## src/acx_pkg.sv

```systemverilog
// constants and types shared by the accumulator / x-register command block
package acx_pkg;
	// instruction codes of the frame instruction byte
	localparam logic [7:0] INS_IMMEDIATE_A_X = 8'h21;
	localparam logic [7:0] INS_ACCU_AXIS = 8'h22;
	localparam logic [7:0] INS_ACCU_GLOBAL = 8'h23;
	localparam logic [7:0] INS_CLR_FLAGS = 8'h24;
	// type codes of immediate_a_with_xreg
	localparam logic [7:0] OP_ADD = 8'h00;
	localparam logic [7:0] OP_SUB = 8'h01;
	localparam logic [7:0] OP_MUL = 8'h02;
	localparam logic [7:0] OP_DIV = 8'h03;
	localparam logic [7:0] OP_MOD = 8'h04;
	localparam logic [7:0] OP_AND = 8'h05;
	localparam logic [7:0] OP_OR = 8'h06;
	localparam logic [7:0] OP_XOR = 8'h07;
	localparam logic [7:0] OP_NOT = 8'h08;
	localparam logic [7:0] OP_LOAD = 8'h09;
	localparam logic [7:0] OP_SWAP = 8'h0a;
	// type codes of the flag clear instruction
	localparam logic [7:0] CLR_ALL = 8'h00;
	localparam logic [7:0] CLR_LAST = 8'h05;
	// error flag positions, type n clears bit n-1
	localparam int FLAG_W = 5;
	localparam int FLG_TIMEOUT = 0;
	localparam int FLG_ALARM = 1;
	localparam int FLG_DEVIATION = 2;
	localparam int FLG_POSITION = 3;
	localparam int FLG_SHUTDOWN = 4;
	// reply status codes
	localparam logic [7:0] STAT_OK = 8'h64;
	localparam logic [7:0] STAT_CSUM_ERR = 8'h01;
	localparam logic [7:0] STAT_BAD_CMD = 8'h02;
	// frame layout
	localparam logic [3:0] FRAME_LEN = 4'h9;
	localparam int FB_ADDR = 0;
	localparam int FB_INSTR = 1;
	localparam int FB_TYPE = 2;
	localparam int FB_BANK = 3;
	localparam int FB_CSUM = 8;
	// register byte offsets
	localparam logic [7:0] OFF_CTRL = 8'h00;
	localparam logic [7:0] OFF_STATUS = 8'h04;
	localparam logic [7:0] OFF_ACCU = 8'h08;
	localparam logic [7:0] OFF_XREG = 8'h0c;
	localparam logic [7:0] OFF_IRQ_STAT = 8'h10;
	localparam logic [7:0] OFF_IRQ_EN = 8'h14;
	localparam logic [7:0] OFF_IRQ_CLR = 8'h18;
	localparam logic [7:0] OFF_REPLY = 8'h1c;
	// control fields: bit 0 enable, bits 15:8 own module address
	localparam int CTRL_EN = 0;
	localparam logic [31:0] CTRL_RST = 32'h0000_0101;
	localparam logic [31:0] CTRL_MASK = 32'h0000_ff01;
	// interrupt events
	localparam int IRQ_W = 5;
	localparam int EV_DONE = 0;
	localparam int EV_CSUM = 1;
	localparam int EV_BADCMD = 2;
	localparam int EV_DIVZERO = 3;
	localparam int EV_FLAG = 4;
	// axi responses
	localparam logic [1:0] RESP_OKAY = 2'h0;
	localparam logic [1:0] RESP_SLVERR = 2'h2;
	// execution states
	typedef enum logic [1:0] {ST_IDLE, ST_EXEC, ST_DIV, ST_REPLY} acx_state_t;
endpackage : acx_pkg

```

## src/acx_divider.sv

```systemverilog
// iterative unsigned restoring divider, one quotient bit per cycle
`timescale 1ns/1ns
`default_nettype none
module acx_divider #(
	parameter int W = 32
) (
	input wire logic clk,
	input wire logic sys_rst,
	input wire logic start,
	input wire logic [W-1:0] dividend,
	input wire logic [W-1:0] divisor,
	output logic done,
	output logic [W-1:0] quot,
	output logic [W-1:0] rem
);
	initial begin
		if (W < 2) $error("acx_divider: W must be at least 2");
	end

	logic [W-1:0] q_r, q_nxt, r_r, r_nxt, d_r, d_nxt;
	logic [$clog2(W+1)-1:0] n_r, n_nxt;
	logic run_r, run_nxt, done_r, done_nxt;
	logic [W:0] trial;

	// next state: shift in one dividend bit, subtract when it fits
	always_comb begin
		q_nxt = q_r;
		r_nxt = r_r;
		d_nxt = d_r;
		n_nxt = n_r;
		run_nxt = run_r;
		done_nxt = 1'b0;
		trial = {r_r, q_r[W-1]} - {1'b0, d_r};
		if (start) begin
			q_nxt = dividend;
			r_nxt = '0;
			d_nxt = divisor;
			n_nxt = $clog2(W+1)'(W);
			run_nxt = 1'b1;
		end else if (run_r) begin
			if (!trial[W]) begin
				r_nxt = trial[W-1:0];
				q_nxt = {q_r[W-2:0], 1'b1};
			end else begin
				r_nxt = {r_r[W-2:0], q_r[W-1]};
				q_nxt = {q_r[W-2:0], 1'b0};
			end
			n_nxt = n_r - 1'b1;
			if (n_r == 1) begin
				run_nxt = 1'b0;
				done_nxt = 1'b1;
			end
		end
	end

	// state registers
	always_ff @(posedge clk) begin
		if (sys_rst) begin
			q_r <= '0;
			r_r <= '0;
			d_r <= '0;
			n_r <= '0;
			run_r <= 1'b0;
			done_r <= 1'b0;
		end else begin
			q_r <= q_nxt;
			r_r <= r_nxt;
			d_r <= d_nxt;
			n_r <= n_nxt;
			run_r <= run_nxt;
			done_r <= done_nxt;
		end
	end

	assign done = done_r;
	assign quot = q_r;
	assign rem = r_r;
endmodule : acx_divider
`default_nettype wire

```

## src/acx_core.sv

```systemverilog
// command interpreter for accumulator / x-register immediate_a, parameter transfer and flag clear
// How it works
// - instruction 33 combines accumulator and x register per type, result to accumulator except types 8 and 9 (x register) and 10 (both)
// - type 0 adds x to accumulator, type 1 subtracts x from it
// - type 2 multiplies, 3 divides, 4 keeps the division remainder
// - types 5, 6, 7 give bitwise and, or, xor with x
// - type 8 inverts the x register bitwise
// - type 9 copies the accumulator into the x register
// - type 10 exchanges accumulator and x register at once
// - instruction 34 writes accumulator to axis parameter type of motor bank
// - instruction 35 writes accumulator to global parameter type of bank
// - instruction 36 clears error flags by type, type 0 clears all
// - types 1 to 5 clear timeout, alarm, deviation, position, shutdown flag
// - direct commands reply with status 100, 1 on a checksum error or 2 on a bad command, and a meaningless value
`timescale 1ns/1ns
`default_nettype none
module acx_core #(
	parameter int ADDR_W = 8
) (
	input wire logic clk,
	input wire logic sys_rst,
	input wire logic [ADDR_W-1:0] s_axi_awaddr,
	input wire logic s_axi_awvalid,
	output logic s_axi_awready,
	input wire logic [31:0] s_axi_wdata,
	input wire logic [3:0] s_axi_wstrb,
	input wire logic s_axi_wvalid,
	output logic s_axi_wready,
	output logic [1:0] s_axi_bresp,
	output logic s_axi_bvalid,
	input wire logic s_axi_bready,
	input wire logic [ADDR_W-1:0] s_axi_araddr,
	input wire logic s_axi_arvalid,
	output logic s_axi_arready,
	output logic [31:0] s_axi_rdata,
	output logic [1:0] s_axi_rresp,
	output logic s_axi_rvalid,
	input wire logic s_axi_rready,
	input wire logic [7:0] frm_byte,
	input wire logic frm_valid,
	output logic frm_ready,
	input wire logic pgm_valid,
	input wire logic [7:0] pgm_instr,
	input wire logic [7:0] pgm_type,
	input wire logic [7:0] pgm_bank,
	output logic pgm_ready,
	output logic rep_valid,
	input wire logic rep_ready,
	output logic [7:0] rep_status,
	output logic [7:0] rep_instr,
	output logic [31:0] rep_value,
	output logic par_wr,
	output logic par_global,
	output logic [7:0] par_index,
	output logic [7:0] par_bank,
	output logic [31:0] par_data,
	input wire logic [acx_pkg::FLAG_W-1:0] flag_set,
	output logic [acx_pkg::FLAG_W-1:0] err_flags,
	output logic irq
);
	initial begin
		if (ADDR_W < 5) $error("acx_core: ADDR_W too small for the register map");
	end

	acx_pkg::acx_state_t st_r, st_nxt;
	logic [7:0] fb_r [0:8];
	logic [7:0] fb_nxt [0:8];
	logic [3:0] cnt_r, cnt_nxt;
	logic [31:0] accu_r, accu_nxt, xreg_r, xreg_nxt;
	logic [7:0] ins_r, ins_nxt, typ_r, typ_nxt, bank_r, bank_nxt, stat_r, stat_nxt;
	logic direct_r, direct_nxt, par_wr_r, par_wr_nxt, par_glb_r, par_glb_nxt;
	logic [acx_pkg::FLAG_W-1:0] flg_r, flg_nxt, flg_clr;
	logic [acx_pkg::IRQ_W-1:0] ev, ist_r, ist_nxt, ien_r, ien_nxt;
	logic [31:0] ctrl_r, ctrl_nxt;
	logic [7:0] csum;
	logic div_start, div_done, a_neg, x_neg, div_mod_r, div_mod_nxt;
	logic [31:0] a_mag, x_mag, quot, rem;
	// bus side
	logic aw_hold_r, aw_hold_nxt, w_hold_r, w_hold_nxt, bvalid_r, bvalid_nxt, rvalid_r, rvalid_nxt;
	logic [ADDR_W-1:0] awaddr_r, awaddr_nxt;
	logic [31:0] wdata_r, wdata_nxt, rdata_r, rdata_nxt, bmask, rd_word;
	logic [1:0] bresp_r, bresp_nxt, rresp_r, rresp_nxt;
	logic bus_wr, rd_hit;
	logic [7:0] wr_off, rd_off;

	// checksum over the eight leading frame bytes
	always_comb begin
		csum = 8'h00;
		for (int i = 0; i < 8; i++) begin
			csum = csum + fb_r[i];
		end
	end

	// signed division runs on magnitudes
	assign a_neg = accu_r[31];
	assign x_neg = xreg_r[31];
	assign a_mag = a_neg ? -accu_r : accu_r;
	assign x_mag = x_neg ? -xreg_r : xreg_r;

	acx_divider #(
		.W(32)
	) u_div (
		.clk(clk),
		.sys_rst(sys_rst),
		.start(div_start),
		.dividend(a_mag),
		.divisor(x_mag),
		.done(div_done),
		.quot(quot),
		.rem(rem)
	);

	// bus write decode, byte lanes folded into a bit mask
	assign bus_wr = aw_hold_r && w_hold_r && !bvalid_r;
	assign wr_off = 8'(awaddr_r);
	assign bmask = {{8{s_axi_wstrb[3]}}, {8{s_axi_wstrb[2]}}, {8{s_axi_wstrb[1]}}, {8{s_axi_wstrb[0]}}};

	// frame receive, command execution, flags and interrupt state
	always_comb begin
		st_nxt = st_r;
		fb_nxt = fb_r;
		cnt_nxt = cnt_r;
		accu_nxt = accu_r;
		xreg_nxt = xreg_r;
		ins_nxt = ins_r;
		typ_nxt = typ_r;
		bank_nxt = bank_r;
		stat_nxt = stat_r;
		direct_nxt = direct_r;
		par_wr_nxt = 1'b0;
		par_glb_nxt = par_glb_r;
		div_mod_nxt = div_mod_r;
		div_start = 1'b0;
		flg_clr = '0;
		ev = '0;
		ctrl_nxt = ctrl_r;
		ien_nxt = ien_r;
		pgm_ready = 1'b0;
		// register writes from software, execution below overrides them
		if (bus_wr) begin
			case (wr_off)
				acx_pkg::OFF_CTRL: ctrl_nxt = ((ctrl_r & ~bmask) | (wdata_r & bmask)) & acx_pkg::CTRL_MASK;
				acx_pkg::OFF_ACCU: accu_nxt = (accu_r & ~bmask) | (wdata_r & bmask);
				acx_pkg::OFF_XREG: xreg_nxt = (xreg_r & ~bmask) | (wdata_r & bmask);
				acx_pkg::OFF_IRQ_EN: ien_nxt = (ien_r & ~bmask[acx_pkg::IRQ_W-1:0]) | (wdata_r[acx_pkg::IRQ_W-1:0] & bmask[acx_pkg::IRQ_W-1:0]);
				default: ;
			endcase
		end
		// bytes fill the frame in arrival order
		if (frm_valid && frm_ready) begin
			fb_nxt[cnt_r] = frm_byte;
			cnt_nxt = cnt_r + 4'h1;
		end
		case (st_r)
			acx_pkg::ST_IDLE: begin
				if (cnt_r == acx_pkg::FRAME_LEN) begin
					cnt_nxt = 4'h0;
					ins_nxt = fb_r[acx_pkg::FB_INSTR];
					typ_nxt = fb_r[acx_pkg::FB_TYPE];
					bank_nxt = fb_r[acx_pkg::FB_BANK];
					direct_nxt = 1'b1;
					// frames for other addresses are dropped silently
					if (fb_r[acx_pkg::FB_ADDR] == ctrl_r[15:8]) begin
						if (csum == fb_r[acx_pkg::FB_CSUM]) begin
							st_nxt = acx_pkg::ST_EXEC;
						end else begin
							stat_nxt = acx_pkg::STAT_CSUM_ERR;
							ev[acx_pkg::EV_CSUM] = 1'b1;
							st_nxt = acx_pkg::ST_REPLY;
						end
					end
				end else begin
					pgm_ready = ctrl_r[acx_pkg::CTRL_EN];
					if (pgm_valid && ctrl_r[acx_pkg::CTRL_EN]) begin
						ins_nxt = pgm_instr;
						typ_nxt = pgm_type;
						bank_nxt = pgm_bank;
						direct_nxt = 1'b0;
						st_nxt = acx_pkg::ST_EXEC;
					end
				end
			end
			acx_pkg::ST_EXEC: begin
				stat_nxt = acx_pkg::STAT_OK;
				st_nxt = direct_r ? acx_pkg::ST_REPLY : acx_pkg::ST_IDLE;
				case (ins_r)
					acx_pkg::INS_IMMEDIATE_A_X: begin
						case (typ_r)
							acx_pkg::OP_ADD: accu_nxt = accu_r + xreg_r;
							acx_pkg::OP_SUB: accu_nxt = accu_r - xreg_r;
							acx_pkg::OP_MUL: accu_nxt = accu_r * xreg_r;
							acx_pkg::OP_DIV, acx_pkg::OP_MOD: begin
								if (xreg_r == 32'h0000_0000) begin
									ev[acx_pkg::EV_DIVZERO] = 1'b1;
								end else begin
									div_start = 1'b1;
									div_mod_nxt = (typ_r == acx_pkg::OP_MOD);
									st_nxt = acx_pkg::ST_DIV;
								end
							end
							acx_pkg::OP_AND: accu_nxt = accu_r & xreg_r;
							acx_pkg::OP_OR: accu_nxt = accu_r | xreg_r;
							acx_pkg::OP_XOR: accu_nxt = accu_r ^ xreg_r;
							acx_pkg::OP_NOT: xreg_nxt = ~xreg_r;
							acx_pkg::OP_LOAD: xreg_nxt = accu_r;
							acx_pkg::OP_SWAP: begin
								accu_nxt = xreg_r;
								xreg_nxt = accu_r;
							end
							default: begin
								stat_nxt = acx_pkg::STAT_BAD_CMD;
								ev[acx_pkg::EV_BADCMD] = 1'b1;
							end
						endcase
					end
					acx_pkg::INS_ACCU_AXIS: begin
						par_wr_nxt = 1'b1;
						par_glb_nxt = 1'b0;
					end
					acx_pkg::INS_ACCU_GLOBAL: begin
						par_wr_nxt = 1'b1;
						par_glb_nxt = 1'b1;
					end
					acx_pkg::INS_CLR_FLAGS: begin
						if (typ_r == acx_pkg::CLR_ALL) begin
							flg_clr = '1;
						end else if (typ_r <= acx_pkg::CLR_LAST) begin
							flg_clr[typ_r[2:0] - 3'h1] = 1'b1;
						end else begin
							stat_nxt = acx_pkg::STAT_BAD_CMD;
							ev[acx_pkg::EV_BADCMD] = 1'b1;
						end
					end
					default: begin
						stat_nxt = acx_pkg::STAT_BAD_CMD;
						ev[acx_pkg::EV_BADCMD] = 1'b1;
					end
				endcase
				ev[acx_pkg::EV_DONE] = 1'b1;
			end
			acx_pkg::ST_DIV: begin
				// sign fix, remainder follows the dividend sign
				if (div_done) begin
					if (div_mod_r) begin
						accu_nxt = a_neg ? -rem : rem;
					end else begin
						accu_nxt = (a_neg ^ x_neg) ? -quot : quot;
					end
					st_nxt = direct_r ? acx_pkg::ST_REPLY : acx_pkg::ST_IDLE;
				end
			end
			acx_pkg::ST_REPLY: begin
				if (rep_ready) begin
					st_nxt = acx_pkg::ST_IDLE;
				end
			end
			default: st_nxt = acx_pkg::ST_IDLE;
		endcase
		// a flag raised in the clearing cycle survives
		flg_nxt = (flg_r & ~flg_clr) | flag_set;
		ev[acx_pkg::EV_FLAG] = |(flag_set & ~flg_r);
		ist_nxt = ist_r | ev;
		if (bus_wr && wr_off == acx_pkg::OFF_IRQ_CLR) begin
			ist_nxt = (ist_r & ~(wdata_r[acx_pkg::IRQ_W-1:0] & bmask[acx_pkg::IRQ_W-1:0])) | ev;
		end
	end

	// command state registers
	always_ff @(posedge clk) begin
		if (sys_rst) begin
			st_r <= acx_pkg::ST_IDLE;
			for (int i = 0; i < 9; i++) begin
				fb_r[i] <= 8'h00;
			end
			cnt_r <= 4'h0;
			accu_r <= 32'h0000_0000;
			xreg_r <= 32'h0000_0000;
			ins_r <= 8'h00;
			typ_r <= 8'h00;
			bank_r <= 8'h00;
			stat_r <= 8'h00;
			direct_r <= 1'b0;
			par_wr_r <= 1'b0;
			par_glb_r <= 1'b0;
			div_mod_r <= 1'b0;
			flg_r <= '0;
			ist_r <= '0;
			ien_r <= '0;
			ctrl_r <= acx_pkg::CTRL_RST;
		end else begin
			st_r <= st_nxt;
			fb_r <= fb_nxt;
			cnt_r <= cnt_nxt;
			accu_r <= accu_nxt;
			xreg_r <= xreg_nxt;
			ins_r <= ins_nxt;
			typ_r <= typ_nxt;
			bank_r <= bank_nxt;
			stat_r <= stat_nxt;
			direct_r <= direct_nxt;
			par_wr_r <= par_wr_nxt;
			par_glb_r <= par_glb_nxt;
			div_mod_r <= div_mod_nxt;
			flg_r <= flg_nxt;
			ist_r <= ist_nxt;
			ien_r <= ien_nxt;
			ctrl_r <= ctrl_nxt;
		end
	end

	// read mux over the register map
	always_comb begin
		rd_off = 8'(s_axi_araddr);
		rd_hit = 1'b1;
		case (rd_off)
			acx_pkg::OFF_CTRL: rd_word = ctrl_r;
			acx_pkg::OFF_STATUS: rd_word = {24'h00_0000, (st_r != acx_pkg::ST_IDLE), 2'h0, flg_r};
			acx_pkg::OFF_ACCU: rd_word = accu_r;
			acx_pkg::OFF_XREG: rd_word = xreg_r;
			acx_pkg::OFF_IRQ_STAT: rd_word = {27'h000_0000, ist_r};
			acx_pkg::OFF_IRQ_EN: rd_word = {27'h000_0000, ien_r};
			acx_pkg::OFF_IRQ_CLR: rd_word = 32'h0000_0000;
			acx_pkg::OFF_REPLY: rd_word = {16'h0000, ins_r, stat_r};
			default: begin
				rd_word = 32'h0000_0000;
				rd_hit = 1'b0;
			end
		endcase
	end

	// axi4-lite channel handshakes, address and data taken in either order
	always_comb begin
		aw_hold_nxt = aw_hold_r;
		w_hold_nxt = w_hold_r;
		awaddr_nxt = awaddr_r;
		wdata_nxt = wdata_r;
		bvalid_nxt = bvalid_r;
		bresp_nxt = bresp_r;
		rvalid_nxt = rvalid_r;
		rdata_nxt = rdata_r;
		rresp_nxt = rresp_r;
		if (s_axi_awvalid && s_axi_awready) begin
			aw_hold_nxt = 1'b1;
			awaddr_nxt = s_axi_awaddr;
		end
		if (s_axi_wvalid && s_axi_wready) begin
			w_hold_nxt = 1'b1;
			wdata_nxt = s_axi_wdata;
		end
		if (bus_wr) begin
			aw_hold_nxt = 1'b0;
			w_hold_nxt = 1'b0;
			bvalid_nxt = 1'b1;
			bresp_nxt = (wr_off[7:5] == 3'h0 && wr_off[1:0] == 2'h0 && wr_off != acx_pkg::OFF_STATUS
				&& wr_off != acx_pkg::OFF_IRQ_STAT && wr_off != acx_pkg::OFF_REPLY)
				? acx_pkg::RESP_OKAY : acx_pkg::RESP_SLVERR;
		end else if (bvalid_r && s_axi_bready) begin
			bvalid_nxt = 1'b0;
		end
		if (s_axi_arvalid && s_axi_arready) begin
			rvalid_nxt = 1'b1;
			rdata_nxt = rd_word;
			rresp_nxt = rd_hit ? acx_pkg::RESP_OKAY : acx_pkg::RESP_SLVERR;
		end else if (rvalid_r && s_axi_rready) begin
			rvalid_nxt = 1'b0;
		end
	end

	// bus registers
	always_ff @(posedge clk) begin
		if (sys_rst) begin
			aw_hold_r <= 1'b0;
			w_hold_r <= 1'b0;
			awaddr_r <= '0;
			wdata_r <= 32'h0000_0000;
			bvalid_r <= 1'b0;
			bresp_r <= acx_pkg::RESP_OKAY;
			rvalid_r <= 1'b0;
			rdata_r <= 32'h0000_0000;
			rresp_r <= acx_pkg::RESP_OKAY;
		end else begin
			aw_hold_r <= aw_hold_nxt;
			w_hold_r <= w_hold_nxt;
			awaddr_r <= awaddr_nxt;
			wdata_r <= wdata_nxt;
			bvalid_r <= bvalid_nxt;
			bresp_r <= bresp_nxt;
			rvalid_r <= rvalid_nxt;
			rdata_r <= rdata_nxt;
			rresp_r <= rresp_nxt;
		end
	end

	// outputs
	assign s_axi_awready = !aw_hold_r && !bvalid_r;
	assign s_axi_wready = !w_hold_r && !bvalid_r;
	assign s_axi_bvalid = bvalid_r;
	assign s_axi_bresp = bresp_r;
	assign s_axi_arready = !rvalid_r;
	assign s_axi_rvalid = rvalid_r;
	assign s_axi_rdata = rdata_r;
	assign s_axi_rresp = rresp_r;
	assign frm_ready = (cnt_r != acx_pkg::FRAME_LEN) && ctrl_r[acx_pkg::CTRL_EN];
	assign rep_valid = (st_r == acx_pkg::ST_REPLY);
	assign rep_status = stat_r;
	assign rep_instr = ins_r;
	assign rep_value = accu_r;  // content carries no meaning
	assign par_wr = par_wr_r;
	assign par_global = par_glb_r;
	assign par_index = typ_r;
	assign par_bank = bank_r;
	assign par_data = accu_r;
	assign err_flags = flg_r;
	assign irq = |(ist_r & ien_r);
endmodule : acx_core
`default_nettype wire

```

## config.mk

```make
export PLATFORM = sky130hd
export DESIGN_NAME = acx_core
export DESIGN_NICKNAME = d
export VERILOG_FILES = /design/src/acx_pkg.sv /design/src/acx_divider.sv /design/src/acx_core.sv
export SDC_FILE = /design/constraint.sdc
export NUM_CORES = 2
export LEC_CHECK = 0
export BUFFER_PORTS_ARGS = -buffer_cell sky130_fd_sc_hd__buf_2
export CAP_MARGIN = 20
export CORE_UTILIZATION = 58
export CTS_CLUSTER_DIAMETER = 50
export DETAILED_ROUTE_END_ITERATION = 8
export MAX_ROUTING_LAYER = met4
export PLACE_DENSITY = 0.8
export SETUP_SLACK_MARGIN = 0.2
export SYNTH_ARGS = -nofsm -noshare
export SYNTH_HDL_FRONTEND = slang
export SYNTH_SLANG_ARGS = --single-unit
export TNS_END_PERCENT = 50
```

## constraint.sdc

```tcl
create_clock -name clk -period 7.83 [get_ports clk]
set_input_delay 1.9575 -clock clk [delete_from_list [all_inputs] [get_ports clk]]
set_output_delay 1.9575 -clock clk [all_outputs]
set_load 0.01 [all_outputs]
```

# [Word-level counts from Yosys, hierarchy flattened]
# Index checks and enable logic that the tools add are counted.
[op_classes] bitwise=31 n_reduce_logical=55 n_mul=1 n_lt_le_gt_ge=5 n_div=0 n_addsub=17 n_shift=0 n_eq_ne=43 muxes=95
[ops] operator="$mux 32" count=16
[ops] operator="$pmux 32 s7" count=2
[ops] operator="$and 32x32->32" count=4
[ops] operator="$neg 32->32" count=4
[ops] operator="$pmux 32 s2" count=2
[ops] operator="$or 32x32->32" count=3
[ops] operator="$mux 8" count=10
[ops] operator="$bwmux 72" count=1
[ops] operator="$not 32->32" count=2
[ops] operator="$add 8x8->8" count=7
[ops] operator="$eq 8x4->1 const B" count=7
[ops] operator="$eq 8x5->1 const B" count=6
[ops] operator="$eq 8x3->1 const B" count=5
[ops] operator="$sub 33x32->33" count=1
[ops] operator="$add 32x32->32" count=1
[ops] operator="$demux 8 s4" count=1
[ops] operator="$eq 8x6->1 const B" count=4
[ops] operator="$logic_not 32->1" count=1
[ops] operator="$mul 32x32->32" count=1
[ops] operator="$sub 32x32->32" count=1
[ops] operator="$xor 32x32->32" count=1
[ops] operator="$mux 1" count=31
[ops] operator="$and 5x5->5" count=6
[ops] operator="$mux 2" count=13
[ops] operator="other kinds (51)" count=117
[totals] elab_cells=288 latch_bits=0 rom_bits=0 reg_bits=386 ram_bits=0 n_memories=0

# [Longest topological paths before layout]
[depth] word_depth=14 ltp_mapped=31 depth_no_buf=28

# [Cells and area by module]
# From an unflattened synthesis, not the netlist that was laid out.
[unflattened] hier_cells=5333 hier_area_um2=42188.0
[modules_own_cells] module="acx_core" cells_each=4575 n_inst=1 area_each_um2=35999.5 seq_area_each_um2=5505.3
[modules_own_cells] module="acx_divider" cells_each=758 n_inst=1 area_each_um2=6188.4 seq_area_each_um2=2082.0

# [Least setup slack after synthesis]
# No wires, ideal clock.
[synth_path] path_kind="reg2reg" startpoint="reg xreg_r[7]" endpoint="reg accu_r[31] (netlist: par_data[31])" arrival_time_ns=7.340 setup_ns=0.086 setup_slack_ns=0.405 path_stages_with_launch=28 path_cell_list="dfxtp_1 -> clkbuf_1 -> clkbuf_1 -> inv_1 -> clkbuf_1 -> nor2_1 -> fa_1 -> fa_1 -> fa_1 -> inv_1 -> fa_1 -> inv_1 -> fa_1 -> fa_1 -> fa_1 -> fa_1 -> ha_1 -> and3_1 -> and2_1 -> a221o_1 -> a21oi_1 -> o31ai_1 -> a41oi_1 -> a21oi_1 -> xnor2_1 -> o221ai_1 -> o211ai_1 -> a211oi_1"
[synth_between] elab_chain_cells=4 word_cells_on_any_way=6
[synth_rtl] element="start: declaration" line="acx_core.sv:69" rtl="logic [31:0] accu_r, accu_nxt, xreg_r, xreg_nxt;"
[synth_rtl] element="start signal: assignment" line="acx_core.sv:295" rtl="xreg_r <= xreg_nxt;"
[synth_rtl] element="$mul 32x32->32 (tied with other cells)" line="acx_core.sv:191" rtl="acx_pkg::OP_MUL: accu_nxt = accu_r * xreg_r;"
[synth_rtl] element="$pmux 32 s7 *" line="acx_core.sv:188" rtl="case (typ_r)"
[synth_rtl] element="$mux 32 *" line="acx_core.sv:186" rtl="case (ins_r)"
[synth_rtl] element="$pmux 32 s2 *" line="acx_core.sv:154" rtl="case (st_r)"
[synth_rtl] element="end signal: assignment" line="acx_core.sv:294" rtl="accu_r <= accu_nxt;"
[synth_rtl] element="end: declaration" line="acx_core.sv:69"
# Every way passes the cells marked *; elsewhere a longest branch is shown, timed or not.
# A chain may end at the register's enable or synchronous reset.

# [Final worst setup path]
[layout_path] startpoint="reg xreg_r[1]" endpoint="reg accu_r[31] (netlist: par_data[31])"
# The elaborated chain is that of the path after synthesis.

==> impl_metrics.yaml <==
setup_path:
  timing.rr.start: "xreg_r[1]"
  crit_top_cell: "xnor2_1"
  reg2reg_depth: 23
  path_cells: "buf_4 -> inv_2 -> nor2_1 -> fa_1 -> fa_1 -> inv_1 -> fa_1 -> fa_1 -> fa_1 -> fa_1 -> fa_1 -> xnor2_1 -> xnor2_1 -> xnor2_1 -> xnor2_1 -> xnor2_1 -> xnor2_1 -> xnor2_1 -> buf_4 -> xnor2_1 -> o221ai_1 -> o211ai_1 -> a211oi_1"
  r2r-end: "par_data[31]"
  path_buf_inv: 4
  setup.worst_path.class: "flip-flop to flip-flop"
  slowest_stage: "dfxtp_1"
  cp.required_ns: 8.33
  cp-end-kind: "flip-flop"
  critPathArrivalTime_ns: 8.07
  path_max_fanout: 19
  cp_slowest_stage_delay_ns: 1.01
  cp_top_family: "adder cells"
  regToRegSetupSlack_ns: 0.26
  start_kind: "flip-flop"
synthesis:
  synth_ff_type: "dfxtp_1"
  post_synth_num_cell_types: 90
  netlist_area_sq_um: 41940
  yosysWarnings: 0
  synthArstFlopShare: 0
  ys_seq_elements: 379
  synth_edf_count: 0
  avgSynthCellArea_sq_um: 7.952
  synth-seq-area-share: 0.1809
  syn_inst: 5274
grt:
  grt.total_usage: 0.4725
  grt_util_met1: 0.5539
  antenna_found_initial: 16
  grt_pass1_wl_mm: 251.6
  gr-usage-met2: 0.6761
  use_met3: 0.1582
  grt_max_degree: 100
  top_usage_layer: "met2"
  grt_pass1_vias: 40300
  grt-ovfl-total: 0
floorplan:
  io-pin-count: 247
  num_rows: 98
  die_area_sq_um: 73390
  core_area_sq_um: 71490
  start_util: 0.5867
  die_h_microns: 270.9
  die_x_microns: 270.9
final_layout:
  layout.nets: 6272
  multiInputGateArea_sq_um: 30800
  fin_util: 0.6545
  drive_above_1_share: 0.1212
  seq_area_sq_um: 7601
  fill_cells: 6097
  syn_to_final_growth_pct: 11.55
detailed_routing:
  drtAntennaViolNets: 0
  drc_errors: 0
  drtPass1Iterations: 9
  drtIter0Drc: 5244
  via_count: 41460
  routed_wl_mm: 170.1
  routedWlPerCell_microns: 26.35
  via_per_inst: 6.424
placed_design:
  hpwl_mm: 127.9
  gp_congestion: 1.155
  io_buffers: 241
clocking:
  htreeDepth: 2
  cts_tree: "yes"
  cts_root_buf: "clkbuf_16"
  cts-buffers-inserted: 53
  clock-sinks: 379
  ctsHoldBuffers: 0
  clkTransAtPathRegs_ns: 0.06
  clk_path_buf_depth: 3
  clk_latency_ns: 0.65
outcome:
  status: "complete, no violations"
pwr:
  power.leakage_nw: 20.39
  powerDensity_nw_per_um2: 123.5
  peakVddDrop_mv: 0.2654
sta:
  hold_viol: 0
  fin_crit_sh: 0.9666
  drv_slew: 0
  worst_slew_pin_slew_ns: 1.118
  clock_skew_ns: 0.06324
  rsz0062_at_grt: "true"
  period_minus_slack_ns: 7.569
  relSlewSlack: 0.2528
  setup_viol: 0
  max_freq_mhz: 132.1
  setup_tns_ns: 0
job:
  cap_violations: 0
hold_path:
  hold_class: "flip-flop to flip-flop"
  hold_start: "awaddr_r[5]"
  holdPathStages: 2
  min_to: "awaddr_r[5]"
[report_power, final]
part	total, mW	switching, mW	internal [mW]
sequential	2.10	0.0974	2.00
combinational	1.13	0.796	0.334
clock	2.55	1.06	1.49
[worst max path at each step]
stage / slack [ns] / startpoint / depth (start not counted) / end
finish: 0.26 / xreg_r[1] / 23 / par_data[31]
global placement: 0.46 / xreg_r[4] / 27 / par_data[31]
floorplan: 0.40 / xreg_r[7] / 27 / par_data[31]
CTS: 0.31 / xreg_r[4] / 27 / par_data[31]
detailed placement: 0.37 / par_data[13] / 24 / par_data[31]
global route: 0.01 / xreg_r[6] / 26 / par_data[31]
[area by class of cell]
| type | count | share of cell area |
|---|---|---|
| diodes | 16 | 0.0008558 |
| clock buffers | 66 | 0.03046 |
| clock inverters | 31 | 0.008852 |
| inverters | 568 | 0.04589 |
| multi-input cells | 3961 | 0.6582 |
| flip-flops and latches | 379 | 0.1625 |
| well taps | 950 | 0.02541 |
| repair buffers | 482 | 0.06772 |
| repair inverters | 1 | 0.0001070 |
[layer usage]
metal | vias to the layer above | wire (microns)
met1 | 19730 | 60100
li1 | 17800 | -
met5 | - | 0
met4 | 0 | 15260
met3 | 901 | 23610
met2 | 3022 | 71120
[layout by cell type, fill, tap and decap left out, types with 34 or more instances in the layout]
cell,n
mux2i_1,126
a21o_1,43
o21ai_0,156
ha_1,278
o31ai_1,43
inv_1,542
buf_4,230
a22oi_1,66
nor3_1,49
nor2_1,701
nand2b_1,34
a211oi_1,120
dfxtp_1,370
buf_2,240
a21oi_1,394
nand3_1,120
xor2_1,78
nand2_1,616
clkbuf_16,53
xnor2_1,230
o22ai_1,61
fa_1,448
[Yosys cell counts (all sizes together), types with 15 or more instances]
master,count,area share
a211oi,120,0.021
a21o,43,0.0077
a21oi,398,0.047
a221oi,25,0.0052
a22oi,66,0.012
buf,85,0.012
clkbuf,285,0.026
dfxtp,379,0.18
fa,449,0.21
ha,278,0.083
inv,556,0.050
mux2i,126,0.030
nand2,616,0.055
nand2b,35,0.0052
nand3,120,0.014
nand4,21,0.0031
nor2,710,0.064
nor2b,25,0.0037
nor3,52,0.0063
nor4,17,0.0028
o2111ai,24,0.0050
o21a,20,0.0036
o21ai,158,0.019
o22ai,61,0.0091
o31ai,43,0.0077
o41ai,15,0.0033
or3,25,0.0039
or4,19,0.0036
xnor2,231,0.048
xor2,78,0.016
[worst reg2reg max path, stage by stage (launching register included)]
cell and delay [ns]:
dfxtp_1 1.01, buf_4 0.31, inv_2 0.20, nor2_1 0.27, fa_1 0.45, fa_1 0.68
inv_1 0.12, fa_1 0.59, fa_1 0.45, fa_1 0.57, fa_1 0.46, fa_1 0.40
xnor2_1 0.15, xnor2_1 0.20, xnor2_1 0.17, xnor2_1 0.16, xnor2_1 0.16, xnor2_1 0.16
xnor2_1 0.14, buf_4 0.17, xnor2_1 0.10, o221ai_1 0.18, o211ai_1 0.11, a211oi_1 0.21
[state kept, by name, indices dropped and copies added, names as in the netlist, 4 cells and up, named ones only]
| signal | count |
|---|---|
| awaddr_r | 8 |
| cnt_r | 4 |
| err_flags | 5 |
| fb_r | 72 |
| ist_r | 5 |
| par_bank | 8 |
| par_data | 32 |
| par_index | 8 |
| rep_instr | 8 |
| s_axi_rdata | 32 |
| u_div.d_r | 32 |
| u_div.n_r | 6 |
| u_div.quot | 32 |
| u_div.rem | 32 |
| wdata_r | 32 |
| xreg_r | 32 |
[cell families after synthesis]
kind of cell               after synthesis  share of synthesized area
other                                    1                 0.00008941
DFF                                    379                     0.1809
buffers and inverters                  938                    0.08845
AOI/OAI and AO/OA                     1076                     0.1623
and+or+nand+nor                       1703                     0.1721
xor gates and xnor gates               309                    0.06453
muxes                                  141                    0.03437
adders and majority gates              727                     0.2972
[repair_timing]
item                       in CTS  in global routing
setup endpoints to repair       0                 11
setup buffers                   0                 11
gates resized for setup         0                 27
[through the flow]
step / setup slack [ns] / cell area [sq um] / power [mW] / instances / hold slack [ns]
2_1_floorplan: 0.4049 / 41960 / 2.752 / 5278 / 0.4308
3_3_place_gp: 0.4587 / 44650 / 3.170 / 6325 / 0.4418
3_5_place_dp: 0.3740 / 44650 / 3.179 / 6325 / 0.4428
4_1_cts: 0.3123 / 46490 / 5.694 / 6422 / 0.4508
5_1_grt: 0.01325 / 46780 / 5.894 / 6454 / 0.4650
6_report: 0.2611 / 46780 / 5.776 / 6454 / 0.4540
Power figures use the tool's default switching activity.
